`config.mk`:
```
export PLATFORM = sky130hd
export DESIGN_NAME = cid_core_decoder
export DESIGN_NICKNAME = d
export VERILOG_FILES = /design/src/logic/cid_pkg.sv /design/src/logic/cid_field_split.sv /design/src/logic/cid_core_decoder.sv
export SDC_FILE = /design/constraint.sdc
export NUM_CORES = 1
export LEC_CHECK = 0
export ABC_CLOCK_PERIOD_IN_PS = 5700
export BUFFER_PORTS_ARGS = -buffer_cell sky130_fd_sc_hd__buf_2
export CORE_MARGIN = 2
export CORE_UTILIZATION = 36
export CTS_CLUSTER_DIAMETER = 150
export DETAILED_ROUTE_END_ITERATION = 8
export GPL_ROUTABILITY_DRIVEN = 1
export PLACE_DENSITY = 0.57
export SLEW_MARGIN = 20
export SYNTH_ARGS = -nofsm -noshare
export SYNTH_HDL_FRONTEND = slang
export SYNTH_HIERARCHICAL = 1
export SYNTH_SLANG_ARGS = --single-unit
```
`constraint.sdc`:
```
create_clock -name ref_clk -period 5.7 [get_ports ref_clk]
set_input_delay 1.425 -clock ref_clk [delete_from_list [all_inputs] [get_ports ref_clk]]
set_output_delay 1.425 -clock ref_clk [all_outputs]
set_load 0.01 [all_outputs]
```
`src/logic/cid_pkg.sv`:
```
/*
 * Shared types and constants for the core instruction decoder.
 * Assumes a single core clock and an active-high asynchronous reset.
 */
package cid_pkg;
	localparam int          CID_WORD_W       = 16;
	localparam int          CID_PHASES       = 4;
	localparam logic [1:0]  CID_PHASE_RST    = 2'h0;
	localparam logic [1:0]  CID_PHASE_LAST   = 2'h3;
	localparam logic [3:0]  CID_SECOND_TAG   = 4'hF;
	localparam logic [15:0] CID_NOP_WORD     = 16'h0000;
	localparam int          CID_STD_COUNT    = 75;
	localparam int          CID_EXT_COUNT    = 8;
	localparam logic [1:0]  CID_EXTRA_RST    = 2'h0;

	// Instruction category.
	typedef enum logic [2:0]
	{
		CID_CAT_BYTE,
		CID_CAT_BIT,
		CID_CAT_LITERAL,
		CID_CAT_CONTROL,
		CID_CAT_NOP
	} cid_cat_e;

	// Decoded operand fields of one instruction.
	typedef struct packed
	{
		cid_cat_e    cat;
		logic [5:0]  opcode;
		logic [7:0]  file_addr;
		logic        dest_to_file;
		logic        banked;
		logic [2:0]  bit_num;
		logic [7:0]  literal;
		logic [1:0]  fsp_sel;
		logic [19:0] prog_addr;
		logic        fast_mode;
		logic [1:0]  table_mode;
		logic        two_word;
		logic        is_branch;
		logic        extended;
	} cid_dec_s;
endpackage

```
`src/logic/cid_field_split.sv`:
```
/*
 * Combinational splitter of a 16-bit word into category and operands.
 * Assumes the second word of a pair is presented on ext_word.
 */
`timescale 1ns/1ns
module cid_field_split
	import cid_pkg::*;
(
	input  wire logic [15:0] word,
	input  wire logic [15:0] ext_word,
	output cid_dec_s         dec
);
	// Operand extraction by opcode class.
	always_comb
	begin
		dec           = '0;
		dec.cat       = CID_CAT_NOP;
		dec.opcode    = word[15:10];
		dec.file_addr = word[7:0];
		dec.banked    = word[8];
		dec.literal   = word[7:0];
		unique casez (word[15:12])
			4'b0000:
			begin
				if (word[11:8] == 4'h0)
				begin
					dec.cat        = CID_CAT_CONTROL;
					dec.fast_mode  = word[0];
					dec.table_mode = word[1:0];
					if (word[7:0] == 8'h00)
						dec.cat = CID_CAT_NOP;
				end
				else if (word[11:8] == 4'hE)
				begin
					dec.cat      = CID_CAT_LITERAL;
					dec.extended = word[7];
					dec.fsp_sel  = word[5:4];
				end
				else
					dec.cat = CID_CAT_LITERAL;
			end
			4'b01??, 4'b0001, 4'b0010, 4'b0011:
			begin
				dec.cat          = CID_CAT_BYTE;
				dec.dest_to_file = word[9];
			end
			4'b1000, 4'b1001, 4'b1010, 4'b1011:
			begin
				dec.cat     = CID_CAT_BIT;
				dec.bit_num = word[11:9];
			end
			4'b1100:
			begin
				dec.cat       = CID_CAT_BYTE;
				dec.two_word  = 1'b1;
				dec.file_addr = word[7:0];
			end
			4'b1101:
			begin
				dec.cat       = CID_CAT_CONTROL;
				dec.prog_addr = {{9{word[10]}}, word[10:0]};
				dec.is_branch = 1'b1;
			end
			4'b1110:
			begin
				dec.cat       = CID_CAT_CONTROL;
				dec.prog_addr = {ext_word[11:0], word[7:0]};
				dec.two_word  = (word[11:9] == 3'h6) ||
				                (word[11:9] == 3'h7);
				dec.fast_mode = word[8];
				dec.is_branch = 1'b1;
			end
			4'b1111:
				dec.cat = CID_CAT_NOP;
			default:
				dec.cat = CID_CAT_NOP;
		endcase
	end
endmodule

```
`src/logic/cid_core_decoder.sv`:
```
/*
 * Instruction decoder and cycle sequencer for an 8-bit core.
 * Assumes fetch presents a word with fetch_valid on the last phase and
 * that execute reports branch outcome on cond_true.
 */
`timescale 1ns/1ns
////////////////////////////////////////////////////////////////////////
module cid_core_decoder
	import cid_pkg::*;
#(
	parameter int WORD_W = CID_WORD_W
)
(
	input  wire logic              ref_clk,
	input  wire logic              reset,
	input  wire logic [WORD_W-1:0] fetch_word,
	input  wire logic              fetch_valid,
	input  wire logic              cond_true,
	output cid_dec_s               dec_r,
	output logic                   issue_r,
	output logic                   nop_cycle_r,
	output logic                   wr_accum_r,
	output logic                   wr_file_r,
	output logic                   use_bank_select_r,
	output logic                   use_shadow_r,
	output logic [1:0]             phase_r,
	output logic                   cycle_end_r
);
	typedef enum logic [1:0]
	{
		CID_IDLE,
		CID_NEED_SECOND,
		CID_EXTRA
	} cid_state_e;

	cid_state_e                    state_r;
	cid_state_e                    state_nxt;
	logic [1:0]                    extra_r;
	logic [1:0]                    extra_nxt;
	logic [1:0]                    phase_nxt;
	logic [WORD_W-1:0]             first_r;
	logic [WORD_W-1:0]             first_nxt;
	cid_dec_s                      split;
	cid_dec_s                      dec_nxt;
	logic                          issue_nxt;
	logic                          nop_nxt;
	logic                          cyc_end;
	logic [WORD_W-1:0]             dec_word;
	logic [WORD_W-1:0]             dec_ext;

	////////////////////////////////////////////////////////////////////
	// True for a byte-oriented operation that is being issued.
	// Shared by both write-back steering flags so they cannot disagree.
	function automatic logic cid_byte_issue
	(
		input logic     issue,
		input cid_dec_s d
	);
		cid_byte_issue = issue && (d.cat == CID_CAT_BYTE);
	endfunction

	////////////////////////////////////////////////////////////////////
	// True when an issued instruction needs one trailing no-op cycle.
	// Any single-word program counter change (is_branch) always costs the
	// extra cycle; otherwise a true conditional test does.
	function automatic logic cid_needs_extra
	(
		input cid_dec_s d,
		input logic     cond
	);
		cid_needs_extra = d.is_branch || cond;
	endfunction

	////////////////////////////////////////////////////////////////////
	// True when a decoded word carries something to execute.
	// A lone second word or an all-zero word is a plain no-op.
	function automatic logic cid_is_real
	(
		input cid_dec_s d
	);
		cid_is_real = (d.cat != CID_CAT_NOP);
	endfunction

	////////////////////////////////////////////////////////////////////
	// Field splitter sees the pending first word when a pair completes.
	assign dec_word = (state_r == CID_NEED_SECOND) ? first_r : fetch_word;
	assign dec_ext  = fetch_word;
	assign cyc_end  = (phase_r == CID_PHASE_LAST);

	cid_field_split u_split
	(
		.word     (dec_word),
		.ext_word (dec_ext),
		.dec      (split)
	);

	////////////////////////////////////////////////////////////////////
	// Phase counter and instruction sequencer next state.
	always_comb
	begin
		phase_nxt = phase_r + 2'h1;
		state_nxt = state_r;
		extra_nxt = extra_r;
		first_nxt = first_r;
		dec_nxt   = dec_r;
		issue_nxt = 1'b0;
		nop_nxt   = 1'b0;
		if (cyc_end)
		begin
			unique case (state_r)
				CID_IDLE:
				begin
					if (fetch_valid && split.two_word)
					begin
						// The first half of a pair is held, not run.
						first_nxt = fetch_word;
						state_nxt = CID_NEED_SECOND;
					end
					else if (fetch_valid && cid_is_real(split))
					begin
						dec_nxt   = split;
						issue_nxt = 1'b1;
						if (cid_needs_extra(split, cond_true))
						begin
							extra_nxt = 2'h1;
							state_nxt = CID_EXTRA;
						end
					end
					else if (fetch_valid)
						nop_nxt = 1'b1;
				end
				CID_NEED_SECOND:
				begin
					dec_nxt   = split;
					issue_nxt = 1'b1;
					state_nxt = CID_IDLE;
					if (split.is_branch && cond_true)
					begin
						extra_nxt = 2'h1;
						state_nxt = CID_EXTRA;
					end
				end
				CID_EXTRA:
				begin
					nop_nxt   = 1'b1;
					extra_nxt = extra_r - 2'h1;
					if (extra_r == 2'h1)
						state_nxt = CID_IDLE;
				end
			endcase
		end
	end

	////////////////////////////////////////////////////////////////////
	// Sequencer registers.
	always_ff @(posedge ref_clk or posedge reset)
	begin
		if (reset)
		begin
			phase_r     <= CID_PHASE_RST;
			state_r     <= CID_IDLE;
			extra_r     <= CID_EXTRA_RST;
			first_r     <= CID_NOP_WORD;
			dec_r       <= '0;
			issue_r     <= 1'b0;
			nop_cycle_r <= 1'b0;
			cycle_end_r <= 1'b0;
		end
		else
		begin
			phase_r     <= phase_nxt;
			state_r     <= state_nxt;
			extra_r     <= extra_nxt;
			first_r     <= first_nxt;
			dec_r       <= dec_nxt;
			issue_r     <= issue_nxt;
			nop_cycle_r <= nop_nxt;
			cycle_end_r <= cyc_end;
		end
	end

	////////////////////////////////////////////////////////////////////
	// Write-back and bank steering drawn from the issued fields.
	always_ff @(posedge ref_clk or posedge reset)
	begin
		if (reset)
		begin
			wr_accum_r        <= 1'b0;
			wr_file_r         <= 1'b0;
			use_bank_select_r <= 1'b0;
			use_shadow_r      <= 1'b0;
		end
		else
		begin
			wr_accum_r <= cid_byte_issue(issue_nxt, dec_nxt) &&
			              !dec_nxt.dest_to_file;
			wr_file_r  <= cid_byte_issue(issue_nxt, dec_nxt) &&
			              dec_nxt.dest_to_file;
			use_bank_select_r <= issue_nxt && dec_nxt.banked;
			use_shadow_r <= issue_nxt && dec_nxt.fast_mode &&
			                (dec_nxt.cat == CID_CAT_CONTROL);
		end
	end
endmodule

```
==> results of run 1 <==
[sequential cells by signal (all words and copies together), names as in the netlist]
signal             flops
cycle_end_r            1
dec_r                 58
extra_r                2
first_r               16
issue_r                1
nop_cycle_r            1
phase_r                2
state_r                2
use_bank_select_r      1
use_shadow_r           1
wr_accum_r             1
wr_file_r              1
[layout by cell type, fill, tap and decap left out, types with 2 or more instances in the layout]
cell type and instances:
sky130_fd_sc_hd__nor4_1 3, sky130_fd_sc_hd__nand3_1 5, sky130_fd_sc_hd__and3_1 2, sky130_fd_sc_hd__buf_2 86
sky130_fd_sc_hd__and2_1 10, sky130_fd_sc_hd__a22o_1 6, sky130_fd_sc_hd__mux2_2 33, sky130_fd_sc_hd__a21oi_1 3
sky130_fd_sc_hd__ha_1 5, sky130_fd_sc_hd__nor2_1 7, sky130_fd_sc_hd__a21o_2 10, sky130_fd_sc_hd__clkinvlp_4 2
sky130_fd_sc_hd__a21o_1 3, sky130_fd_sc_hd__inv_1 10, sky130_fd_sc_hd__clkbuf_1 2, sky130_fd_sc_hd__nor2b_1 2
sky130_fd_sc_hd__and4_1 2, sky130_fd_sc_hd__dfrtp_1 87, sky130_fd_sc_hd__a32oi_1 2, sky130_fd_sc_hd__a211oi_1 2
sky130_fd_sc_hd__o21ai_0 6, sky130_fd_sc_hd__buf_4 4, sky130_fd_sc_hd__clkbuf_16 9, sky130_fd_sc_hd__nor3_1 3
sky130_fd_sc_hd__mux2i_1 3, sky130_fd_sc_hd__nand2_1 165
[through the flow]
step | hold WS [ps] | utilization (%)
finish | 448 | 43.1
floorplan | 474 | -
detailed placement | 443 | 40.5
CTS | 452 | 43.1
global placement | 440 | 40.5
global route | 495 | 43.1
[worst max path at each step]
| stage | startpoint | end | slack [ps] | depth (start not counted) |
|---|---|---|---|---|
| 6_report | state_r[1] | use_shadow_r | 1270 | 11 |
| 5_1_grt | state_r[1] | use_shadow_r | 930 | 11 |
| 4_1_cts | state_r[1] | use_shadow_r | 1220 | 11 |
| 3_5_place_dp | fetch_word[3] | use_shadow_r | 1020 | 10 |
| 3_3_place_gp | fetch_word[3] | use_shadow_r | 1090 | 10 |
| 2_1_floorplan | state_r[1] | use_shadow_r | 1750 | 15 |
[power by group through the flow]
stage          combinational (W)  sequential (W)  clock, W
2_1_floorplan           0.000268        0.000942         0
3_3_place_gp            0.000523        0.000887         0
3_5_place_dp            0.000531        0.000889         0
4_1_cts                 0.000533        0.000879  0.000613
5_1_grt                 0.000588        0.000899  0.000635
6_report                0.000524        0.000877  0.000600
[critical path: stages, from the launching register on]
cell and delay (ps):
sky130_fd_sc_hd__dfrtp_1 380, sky130_fd_sc_hd__inv_1 90, sky130_fd_sc_hd__ha_1 680, sky130_fd_sc_hd__mux2_2 460, sky130_fd_sc_hd__nor4_1 380, sky130_fd_sc_hd__nand2_1 140, sky130_fd_sc_hd__a311o_1 440, sky130_fd_sc_hd__nor3b_2 290
sky130_fd_sc_hd__or3b_1 340, sky130_fd_sc_hd__a21o_1 730, sky130_fd_sc_hd__a22o_1 270, sky130_fd_sc_hd__and4_1 170
[layer usage]
metal	vias up	GRT usage (%)	share of wire [%]
met5	-	0	0
met4	0	7.15	1.9
met3	9	3.27	4.6
met2	76	25.2	46
met1	1548	23.8	47
li1	1547	-	-
[area by class of cell]
cell class / count / area (um^2) / area share (%)
Tap cell: 143 / 179 / 3.60
Inverter: 11 / 42.5 / 0.856
Multi-Input combinational cell: 299 / 1790 / 36.0
Timing Repair Buffer: 91 / 480 / 9.67
Clock inverter: 4 / 53.8 / 1.08
Clock buffer: 12 / 246 / 4.96
Sequential cell: 87 / 2180 / 43.8
[cells by family after synthesis]
| group | Yosys count |
|---|---|
| muxes | 36 |
| and+or+nand+nor | 215 |
| buffers and inverters | 53 |
| xor gates and xnor gates | 1 |
| DFF | 87 |
| AOI/OAI and AO/OA | 42 |
| adders and majority gates | 5 |
==> impl_summary.md, run 1 <==
Clock network
The later-pin clock latency in the skew report is 340 ps. The H-tree was split into 3 levels. The number of buffers added for setup after CTS is 0. The CTS tree is built.

The clock drives 87 sinks. In this run, post-CTS hold repair placed 0 buffers. Clock-pin slew was measured on the worst setup and hold paths at 60 ps. Counting along the longest clock path gives a buffer depth of 2. The tree is rooted in a sky130_fd_sc_hd__clkbuf_16.

The post-cts repair resize count is 0. The clock buffer count from CTS is 9.

STA
The relative max-transition margin is 37.8%. Summed over all failing endpoints, the final setup total negative slack is 0 ps. Across the routed clock network, the largest skew measured is 7.03 ps. At the pin with the least slew margin, the transition time is 928 ps.

The total count of hold-check failures in the final report came to 0. The number of pins exceeding their max-slew limit in the final report is 0. Setup repair after global routing left no endpoint under its margin. Counting I/O delays and the setup requirement, the final critical path takes 4430 ps. The highest attainable clock frequency is 0.226 GHz. The worst setup margin is 1270 ps.

Setup violations remaining at the end of the flow were counted as 0. The fraction of the cycle the final worst path needs is 77.8%.

Power
The total power is 0.00200 W. The analysis attributes to cell leakage a power of 2.69 nW. Combinational logic is responsible for 26.2% of the overall power. For this design the total switching power over the nets is 0.000643 W.

Internal power comes to 0.00136 W. The peak ir drop on the vdd network is 143 uV. The share of total power dissipated in sequential elements is 43.8%. In this run, the clock network consumes 30.0% of the power. In this run switching power makes up 32.1% of total power. For this design the ratio of total power to cell area is 403 nW/um^2.

Run
Max-cap violations in this run came to 0.

Worst setup path
STA puts the critical path data arrival time at 4720 ps. The capture instance of the worst register-to-register path is use_shadow_r. The critical setup path kind is register to register. STA classifies the critical path endpoint as a register.

The reg-to-reg setup timing slack is 1270 ps. The critical path data required time is 5990 ps. The startpoint of the most critical register-to-register path is state_r[1].

The worst setup path is launched from a register. The largest fanout on the critical path is 27. The length in cells of the worst reg-to-reg path is 11.

Routing
After detailed routing, the average wire length per cell comes to 16.1 um. The first routing iteration left 227 violations. In the routed design, unresolved DRC markers number 4.

The number of optimization iterations in the first detailed-route pass is 6. The remaining antenna violation count after routing is 0. The routed wire length is 10.4 mm. The total via count in the routed design is 3,180. Using the TritonRoute via totals, the vias-per-cell ratio works out to 4.91.

Synth
By instance count, the leading cell after synthesis is sky130_fd_sc_hd__nand2_1. After synthesis the netlist holds a flip-flop and latch count of 87. The post-synth net total is 464. Summed over its instances, the top area cell type makes up 51.0% of the synthesized netlist area. The async set-reset flop share out of synthesis is 100%. The synthesized netlist cell count is 439. Summing the sequential cell areas from Yosys gives 51.0% of the chip area. The synthesized-area fraction occupied by xor and xnor cells is 0.205%.

The mux cell area share after synthesis is 9.41%. Ranked by total cell area, the synthesized netlist is headed by sky130_fd_sc_hd__dfrtp_1, sky130_fd_sc_hd__nand2_1, sky130_fd_sc_hd__mux2_2. The count of flip-flops with a built-in enable after synthesis is 0. Sorting the synthesized cells by how often they occur yields sky130_fd_sc_hd__nand2_1, sky130_fd_sc_hd__dfrtp_1, sky130_fd_sc_hd__mux2_2. The synthesized netlist devotes 7.51% of its cell area to compound gates. The biggest area contributor in the post-synthesis netlist is sky130_fd_sc_hd__dfrtp_1. The number of library cell types mapped by synthesis is 52.

Of the total synthesized cell area, the portion taken by full adders, half adders and majority gates is 1.47%. The post-synthesis area per instance is 9.72 um^2. The area share of and/or/nand/nor cells after synthesis is 23.2%. The Yosys step of the flow raised 6 warnings. After synthesis, the largest family of logic cells by area is simple AND/OR/NAND/NOR gates. The most used flip-flop cell after synthesis is sky130_fd_sc_hd__dfrtp_1. The cell area after synthesis is 4270 um^2.

Layout
Relative to the synthesized area, the layout overhead comes to 16.4%. The final standard cell count with taps included and fillers excluded is 647. The final antenna diode count is 0. Cells with a size suffix above 1 make up 31.3% of the layout. Summing all non-filler instances in the final layout gives an area of 4970 um^2. The layout has 1,141 filler cells. The final layout contains 524 nets.

Placed design
The post-place setup slack is 1020 ps. The area after detailed placement is 4670 um^2. Counting tap cells, the placed design contains a total of 631 instances.

Routability-driven placement finished with a final weighted congestion of 0.855. The detailed-placement wirelength estimate is 7.45 mm. The number of port buffers is 86.

Floorplan
In this run the horizontal extent of the chip is 113 um. The initialized floorplan defines 39 standard-cell rows. The floorplan step defined a core boundary enclosing 11,500 um^2. The die area is 12,700 um^2. From bottom edge to top edge, the die measures 113 um. The number of I/O pins is 87. Once the floorplan was initialized, standard cells occupied 37.1% of the core.

Global routing
The global-route wire length before repair is 16.7 mm. The number of global-route vias before repair is 3,189. The initial antenna violation count is 0.

The global route total overflow is 0. Entering global routing, the biggest net connects 53 pins. In the global route stage, overall resource usage came out at 16.8%.

Worst hold path
Counting instances, the worst hold path has a depth of 1. The startpoint identified for the worst hold timing path is phase_r[0]. The type of the most critical hold path is register to register.

The worst hold path terminates at phase_r[0].

Status
The final reports fail on DRC. The flow ran to the end, but the final reports show violations.
Note: power is estimated with default switching activity, not from simulation.
==> run 2, diff against run 1 <==
--- a/config.mk
+++ b/config.mk
@@ -5,14 +5,15 @@
 export SDC_FILE = /design/constraint.sdc
 export NUM_CORES = 1
 export LEC_CHECK = 0
-export ABC_CLOCK_PERIOD_IN_PS = 5700
+export ABC_AREA = 1
+export ABC_CLOCK_PERIOD_IN_PS = 3700
 export BUFFER_PORTS_ARGS = -buffer_cell sky130_fd_sc_hd__buf_2
 export CORE_MARGIN = 2
 export CORE_UTILIZATION = 36
 export CTS_CLUSTER_DIAMETER = 150
 export DETAILED_ROUTE_END_ITERATION = 8
 export GPL_ROUTABILITY_DRIVEN = 1
-export PLACE_DENSITY = 0.57
+export PLACE_DENSITY = 0.59
 export SLEW_MARGIN = 20
 export SYNTH_ARGS = -nofsm -noshare
 export SYNTH_HDL_FRONTEND = slang
==> constraint.sdc (replaced) <==
create_clock -name ref_clk -period 3.7 [get_ports ref_clk]
set_input_delay 0.925 -clock ref_clk [delete_from_list [all_inputs] [get_ports ref_clk]]
set_output_delay 0.925 -clock ref_clk [all_outputs]
set_load 0.01 [all_outputs]
==> run 2 against run 1 <==
Net effect:
- the run still ends with DRC left
- worst hold slack improved by 12 ps
- total power is 76% higher
- register-to-register slack lost 850 ps
- worst setup slack got worse by 850 ps
- final cell count up 18%
- fmax up 35%
- highest routed layer unchanged
- via count rose by 12%
- routed wire length rose by 3.2%
- clock power up 36%
- utilization is 0.51 points higher
==> impl_summary.md, run 2 <==
Clock network
The root buffer selected by CTS is sky130_fd_sc_hd__clkbuf_16. The clock buffer count from CTS is 9. The later-pin clock latency in the skew report is 340 ps. The count of hold buffers inserted by post-cts repair is 0.

The CTS sink count is 87. Once the clock tree was built, the resizer swapped 0 gates to a different size. Once the clock tree was built, the setup fixing pass inserted 0 buffers. Counting along the longest clock path gives a buffer depth of 2. The CTS tree is built. The clock slew at the register clock pins of the worst setup and hold paths is 60 ps. In this run the number of H-tree levels came out at 3.

Routing
Summing over every cut layer, the via total after detailed routing is 3,573. For this run, the detailed router's first-pass iteration total came to 7. The total DRC errors in the routed layout is 7. In this run, the number of DRC markers left after iteration 0 of detailed routing was 221. In the final routed layout, each cell accounts on average for 14.0 um. Summed over all layers, the routed wires come to 10.7 mm. The remaining antenna violation count after routing is 0.

The detailed-route vias per instance is 4.66.

Synth
The synthesized netlist cell count is 545. Yosys printed 6 warnings. The most repeated cell in the gate-level netlist after synthesis is sky130_fd_sc_hd__nand2_1. Synthesis inferred 87 register bits.

The number of library cell types mapped by synthesis is 33. The post-synthesis area per instance is 7.89 um^2. Sorting the synthesized cells by how often they occur yields sky130_fd_sc_hd__nand2_1, sky130_fd_sc_hd__dfrtp_1, sky130_fd_sc_hd__inv_1. In the synthesized netlist the async set-or-reset flop fraction comes to 100%. The most common flop cell mapped by yosys is sky130_fd_sc_hd__dfrtp_1. The cell area after synthesis is 4300 um^2. The area fraction of the dominant cell type after synthesis is 50.7%. The count of flip-flops with a built-in enable after synthesis is 0. The largest area contributor in the netlist is sky130_fd_sc_hd__dfrtp_1. The post-synth net total is 570. The sequential element share of the synthesized area is 50.7%. By area the synthesized netlist is led by sky130_fd_sc_hd__dfrtp_1, sky130_fd_sc_hd__nand2_1, sky130_fd_sc_hd__o21ai_0.

Worst setup path
The reg-to-reg setup timing slack is 420 ps. The critical setup path kind is register to register. STA classifies the critical path endpoint as a register. The largest fanout on the critical path is 31. The worst setup path is launched from a register. STA puts the critical path data arrival time at 3510 ps. STA puts the critical path data required time at 3930 ps.

STA
The worst setup margin is 415 ps. Timing would allow up to 0.304 GHz. The number of pins exceeding their max-slew limit in the final report was 0. For the finished layout, the period the worst path requires is 3280 ps. At the pin with the least slew margin, the transition time is 754 ps. The total count of hold-check failures in the final report is 0. Setup repair after global routing left no endpoint under its margin.

In this run the tightest slew margin relative to its limit is 49.7%. Setup violations remaining at the end of the flow were counted as 0. Clock skew on the completed layout was measured at 4.63 ps. The accumulated negative setup slack is 0 ps. The fraction of the cycle the final worst path needs is 88.8%.

Layout
The relative area change from synthesis to final layout is 17.0%. In the final design database the tool counted 644 nets. The number of flip-flops in the largest register is 58. The final standard cell utilization of the core is 43.7%. The repair_antennas step left the layout with diodes totalling 0. More flip-flops sit in one register than any other, and that register is dec_r.

In the layout the commonest cells are sky130_fd_sc_hd__nand2_1, sky130_fd_sc_hd__dfrtp_1, sky130_fd_sc_hd__buf_2, sky130_fd_sc_hd__inv_1, sky130_fd_sc_hd__o21ai_0. In the final layout, the registers with the most flip-flops are dec_r: 58 flops, first_r: 16 flops. Once layout is complete, the cells apart from fillers number 766.

The library cell used most frequently in the layout, excluding fill and tap cells, is sky130_fd_sc_hd__nand2_1. The share of post-route cells with drive strength above 1 is 23.8%.

Run
Across the run, the number of max-cap violations was 0.

Floorplan
The die width is 113 um. The effective utilization at floorplan is 37.3%. The floorplan step set the die height to 113 um. The die area is 12,800 um^2. 87 I/O pins were placed. The number of core rows is 39. The core region is 11,500 um^2.

Power
IR analysis of the VDD net gives a maximum drop of 258 uV. The power density normalized to cell area is 700 nW/um^2. For this design the static power due to leakage is 2.91 nW.

Status
The flow ran to the end, but the final reports show violations. The checks that failed: DRC.

Placed design
The congestion estimate from routability-driven global placement came to 0.937. The detailed-placement wirelength estimate is 7.90 mm. The post-place setup slack is 219 ps. The count of buffers added on input and output ports is 86. The instance count after placement with tap cells included is 751.

Global routing
The global-route wire length before repair is 17.9 mm. The total overflow left after global routing is 0. The number of global-route vias before repair is 3,606. The aggregate global-route resource usage is 18.0%. Entering global routing, the biggest net connects 48 pins. The initial antenna violation count came to 0.

Worst hold path
The worst hold path belongs to the class register to register.
==> run 2: cell count changes after synthesis, sizes merged, moves of 8 or more <==
cell,previous run,this run
o21ai,6,43
nand2,166,248
mux2,33,0
a21o,13,0
inv,11,54
nand3,6,14
nor2,8,36
and2,10,0
==> run 2: layout make-up <==
cell class                      count  area, um^2
Clock buffer                       14         254
Clock inverter                      1        5.00
Fill cell                        1191        6490
Inverter                           55         220
Multi-Input combinational cell    362        1610
Sequential cell                    87        2180
Tap cell                          143         179
Timing Repair Buffer              104         582
==> run 2: report_power, final <==
part | internal, W | switching [W] | total [W]
Clock | 0.000469 | 0.000347 | 0.000816
Sequential | 0.00124 | 0.000150 | 0.00139
Combinational | 0.000484 | 0.000829 | 0.00131
Total | 0.00219 | 0.00133 | 0.00352
==> run 2: worst max-delay path: stages (launching register included) <==
cell and delay (ps):
sky130_fd_sc_hd__dfrtp_1 400, sky130_fd_sc_hd__inv_1 90, sky130_fd_sc_hd__ha_1 310, sky130_fd_sc_hd__inv_4 180
sky130_fd_sc_hd__o21ai_0 350, sky130_fd_sc_hd__inv_1 160, sky130_fd_sc_hd__nand3_4 150, sky130_fd_sc_hd__nand2_2 100
sky130_fd_sc_hd__inv_2 150, sky130_fd_sc_hd__nand2_1 90, sky130_fd_sc_hd__nor2_1 180, sky130_fd_sc_hd__nand2_1 90
sky130_fd_sc_hd__nand3_1 100, sky130_fd_sc_hd__nand2_1 110, sky130_fd_sc_hd__nand2_4 100, sky130_fd_sc_hd__buf_4 220
sky130_fd_sc_hd__nand2_1 70, sky130_fd_sc_hd__nand2_1 110, sky130_fd_sc_hd__nor2_1 50, sky130_fd_sc_hd__nand2_1 100
sky130_fd_sc_hd__nor2_1 50
==> run 2: logic make-up (layout without fill, tap and decap cells) <==
| group | after synthesis | count (layout) | synth area share [%] |
|---|---|---|---|
| buf+inv | 96 | 174 | 11.9 |
| simple gates | 303 | 303 | 29.1 |
| fa+ha+maj | 5 | 5 | 1.46 |
| flops | 87 | 87 | 50.7 |
| compound gates | 54 | 54 | 6.90 |
==> run 2: worst paths after layout <==
| check | to | from | depth (start not counted) |
|---|---|---|---|
| setup / recovery | wr_accum_r | state_r[1] | 20 |
| setup reg to reg | wr_accum_r | state_r[1] | 20 |
| hold reg to reg | phase_r[0] | phase_r[0] | 1 |
| min in group asynchronous | dec_r[0] | reset | 2 |
| max in group asynchronous | first_r[15] | reset | 3 |
| hold / removal | phase_r[0] | phase_r[0] | 1 |
==> run 2: through the flow <==
step / cell area, um^2 / hold WS [ps] / power [W]
global placement: 4760 / 438 / 0.00269
detailed placement: 4760 / 449 / 0.00271
CTS: 5020 / 459 / 0.00355
finish: 5030 / 459 / 0.00352
global route: 5030 / 465 / 0.00379
floorplan: 4300 / 474 / 0.00230
==> run 2: layer usage <==
metal  track usage (%)  routed length, um  vias up
li1                  -                  -     1787
met1              24.3               5080     1676
met2              27.9               4960       95
met3              4.34                509       15
met4              7.07                187        0
met5                 0                  0        -
==> run 3, diff against run 2 <==
--- a/config.mk
+++ b/config.mk
@@ -8,12 +8,13 @@
 export ABC_AREA = 1
 export ABC_CLOCK_PERIOD_IN_PS = 3700
 export BUFFER_PORTS_ARGS = -buffer_cell sky130_fd_sc_hd__buf_2
+export CAP_MARGIN = 0
 export CORE_MARGIN = 2
-export CORE_UTILIZATION = 36
+export CORE_UTILIZATION = 50
 export CTS_CLUSTER_DIAMETER = 150
 export DETAILED_ROUTE_END_ITERATION = 8
 export GPL_ROUTABILITY_DRIVEN = 1
-export PLACE_DENSITY = 0.59
+export PLACE_DENSITY = 0.78
 export SLEW_MARGIN = 20
 export SYNTH_ARGS = -nofsm -noshare
 export SYNTH_HDL_FRONTEND = slang
==> run 3 against run 2 <==
Net effect:
- highest routed layer unchanged
- routed wire length shrank 7.0%
- largest cell class unchanged
- fmax grew 0.16%
- the run now ends clean
- clock skew grew 5.8 ps
- critical path type unchanged
- utilization grew 16 points
- total power shrank 1.1%
- register-to-register slack is essentially flat
- sequential power is essentially flat
==> impl_summary.md, run 3 (same netlist as run 2, synthesis figures left out) <==
Status
The flow ran to the end, and the final reports show no timing, DRC or antenna violations.

STA
Setup repair after global routing left no endpoint under its margin. The relative max-transition margin is 60.2%. The highest attainable clock frequency is 0.305 GHz. Setup total negative slack on the finished layout was measured at 0 ps. Of the available clock period, the critical path in the final layout requires 88.6%. The total count of hold-check failures in the final report is 0. Setup violations remaining at the end of the flow were counted as 0. The transition time of the tightest slew-check pin is 591 ps. The clock skew after layout is 10.4 ps. The clock period could shrink to 3280 ps.

The number of pins exceeding their max-slew limit in the final report is 0.

Clock network
The number of levels in the clock H-tree is 3. The CTS sink count is 87. The root buffer selected by CTS is sky130_fd_sc_hd__clkbuf_8. The clock slew at the register clock pins of the worst setup and hold paths is 90 ps. The later-pin clock latency in the skew report is 360 ps. Counting along the longest clock path gives a buffer depth of 2.

The CTS tree is built. Post-CTS timing repair inserted 0 buffers for setup. Clock tree synthesis inserted a total of 9 buffers.

Routing
The post-detailed-route wirelength per cell is 13.7 um. The first detailed-routing pass took 4 iterations. After detailed routing, the number of vias per cell comes to 4.91. The total via count in the routed design is 3,583. The first routing iteration left 228 violations. Wires add up to 9.98 mm. The total DRC errors in the routed layout is 0. The remaining antenna violation count after routing is 0.

Layout
The library cell used most frequently in the layout, excluding fill and tap cells, is sky130_fd_sc_hd__nand2_1. The register with the most flip-flops in the layout has 58 of them. Counting flops per register, the top entry is dec_r.

For this run, the number of standard cells in the final layout without fillers is 730. The relative area change from synthesis to final layout is 15.3%. At the end of the flow, the number of nets in the layout was 645. Cells with a size suffix above 1 make up 24.3% of the layout.

In the final layout, the registers with the most flip-flops are dec_r: 58 flops, first_r: 16 flops. In the layout the commonest cells are sky130_fd_sc_hd__nand2_1, sky130_fd_sc_hd__dfrtp_1, sky130_fd_sc_hd__buf_2, sky130_fd_sc_hd__inv_1, sky130_fd_sc_hd__o21ai_0. The repair_antennas step left the layout with diodes totalling 0. The final-layout fill cell count is 775.

For this run, the share of the core covered by cells in the final layout is 60.0%.

Worst setup path
The capturing element type of the critical path is a register. For the worst setup path, the data arrival time is 3510 ps. The length in cells of the worst reg-to-reg path is 19. The largest fanout on the critical path is 31. The nature of the critical path startpoint is a register. The critical setup path kind is register to register. Data on the critical path is required at its endpoint by 3930 ps.

The reg-to-reg setup timing slack is 420 ps.

Floorplan
The area of the core region is 8260 um^2. The die width is 96.7 um. 87 I/O pins were placed. The die boundary height is 96.7 um. The die area is 9350 um^2. The effective utilization at floorplan is 52.0%.

The floorplan has 33 rows.

Run
The number of maximum-capacitance constraint violations is 0.

Global routing
The first global-routing pass estimated 17.4 mm of wire. The global route total overflow is 0. Entering global routing, the biggest net connects 36 pins. Global routing used 22.9% of the available tracks. The initial antenna violation count is 0. The number of global-route vias before repair is 3,563.

Placed design
The detailed-placement wirelength estimate is 7.51 mm. The instance count after placement with tap cells included is 714. The final estimated routing congestion in global placement is 0.963. The number of port buffers is 86.

Worst hold path
The worst hold path belongs to the class register to register. The number of cells traversed by the worst hold path is 1.

Power
The total power is 0.00348 W. The power density normalized to cell area is 703 nW/um^2. Across the VDD grid, the largest voltage drop is 286 uV. Summed over all cells, the static leakage comes to 2.90 nW.
## run 3: cell types whose count changed in the layout (fill, tap and decap cells not counted), sizes merged
| cell | previous run | this run |
|---|---|---|
| bufinv | 0 | 3 |
| clkbuf | 14 | 11 |
| clkinvlp | 0 | 2 |
| buf | 104 | 105 |
| clkinv | 3 | 2 |
## run 3: what timing repair did
action,in CTS,in global routing
setup endpoints to repair,0,34
endpoints found under the hold margin,0,0
resized for setup,0,2
hold buffers,0,0
## run 3: routing by layer
| layer | track usage [%] | routed length (um) | up-vias |
|---|---|---|---|
| met1 | 33.0 | 4620 | 1660 |
| met2 | 35.0 | 4630 | 119 |
| met3 | 3.68 | 531 | 17 |
| li1 | - | - | 1787 |
| met5 | 0 | 0 | - |
| met4 | 8.78 | 201 | 0 |
## run 3: final cells by class
type | instances | area (um^2) | share of cell area [%]
Clock buffer | 11 | 141 | 2.85
Timing Repair Buffer | 105 | 573 | 11.6
Clock inverter | 5 | 105 | 2.12
Multi-Input combinational cell | 362 | 1610 | 32.5
Sequential cell | 87 | 2180 | 44.0
Tap cell | 105 | 131 | 2.65
Inverter | 55 | 218 | 4.40
## run 3: final timing paths
path,to,from
setup / recovery,dec_r[2],state_r[1]
hold / removal,phase_r[0],phase_r[0]
setup reg to reg,dec_r[2],state_r[1]
hold reg to reg,phase_r[0],phase_r[0]
max in group asynchronous,dec_r[34],reset
min in group asynchronous,dec_r[23],reset
## run 3: report_power, final
group	internal, W	total (W)	switching, W
Combinational	0.000474	0.00129	0.000817
Clock	0.000467	0.000806	0.000339
Sequential	0.00124	0.00138	0.000147
## run 3: stage by stage
stage          setup WS (ps)  hold WS (ps)  area (um^2)
2_1_floorplan            525           474         4300
3_3_place_gp             426           428         4700
3_5_place_dp             353           451         4700
4_1_cts                  327           464         4950
5_1_grt                 44.3           496         4950
6_report                 421           462         4950
## run 3: critical path, stage by stage, from the launching register on
cell and delay, ps:
sky130_fd_sc_hd__dfrtp_1 410, sky130_fd_sc_hd__inv_1 90, sky130_fd_sc_hd__ha_1 310, sky130_fd_sc_hd__inv_4 170, sky130_fd_sc_hd__nand2_1 80, sky130_fd_sc_hd__o21ai_0 80
sky130_fd_sc_hd__buf_4 180, sky130_fd_sc_hd__nand2_2 110, sky130_fd_sc_hd__clkinv_4 90, sky130_fd_sc_hd__nand3_4 90, sky130_fd_sc_hd__nand2_2 130, sky130_fd_sc_hd__inv_2 180
sky130_fd_sc_hd__nand2_1 100, sky130_fd_sc_hd__nor2_1 150, sky130_fd_sc_hd__nand2_1 80, sky130_fd_sc_hd__nand3_1 90, sky130_fd_sc_hd__nand2_1 110, sky130_fd_sc_hd__nand2_4 200
sky130_fd_sc_hd__buf_4 330, sky130_fd_sc_hd__o21ai_0 140
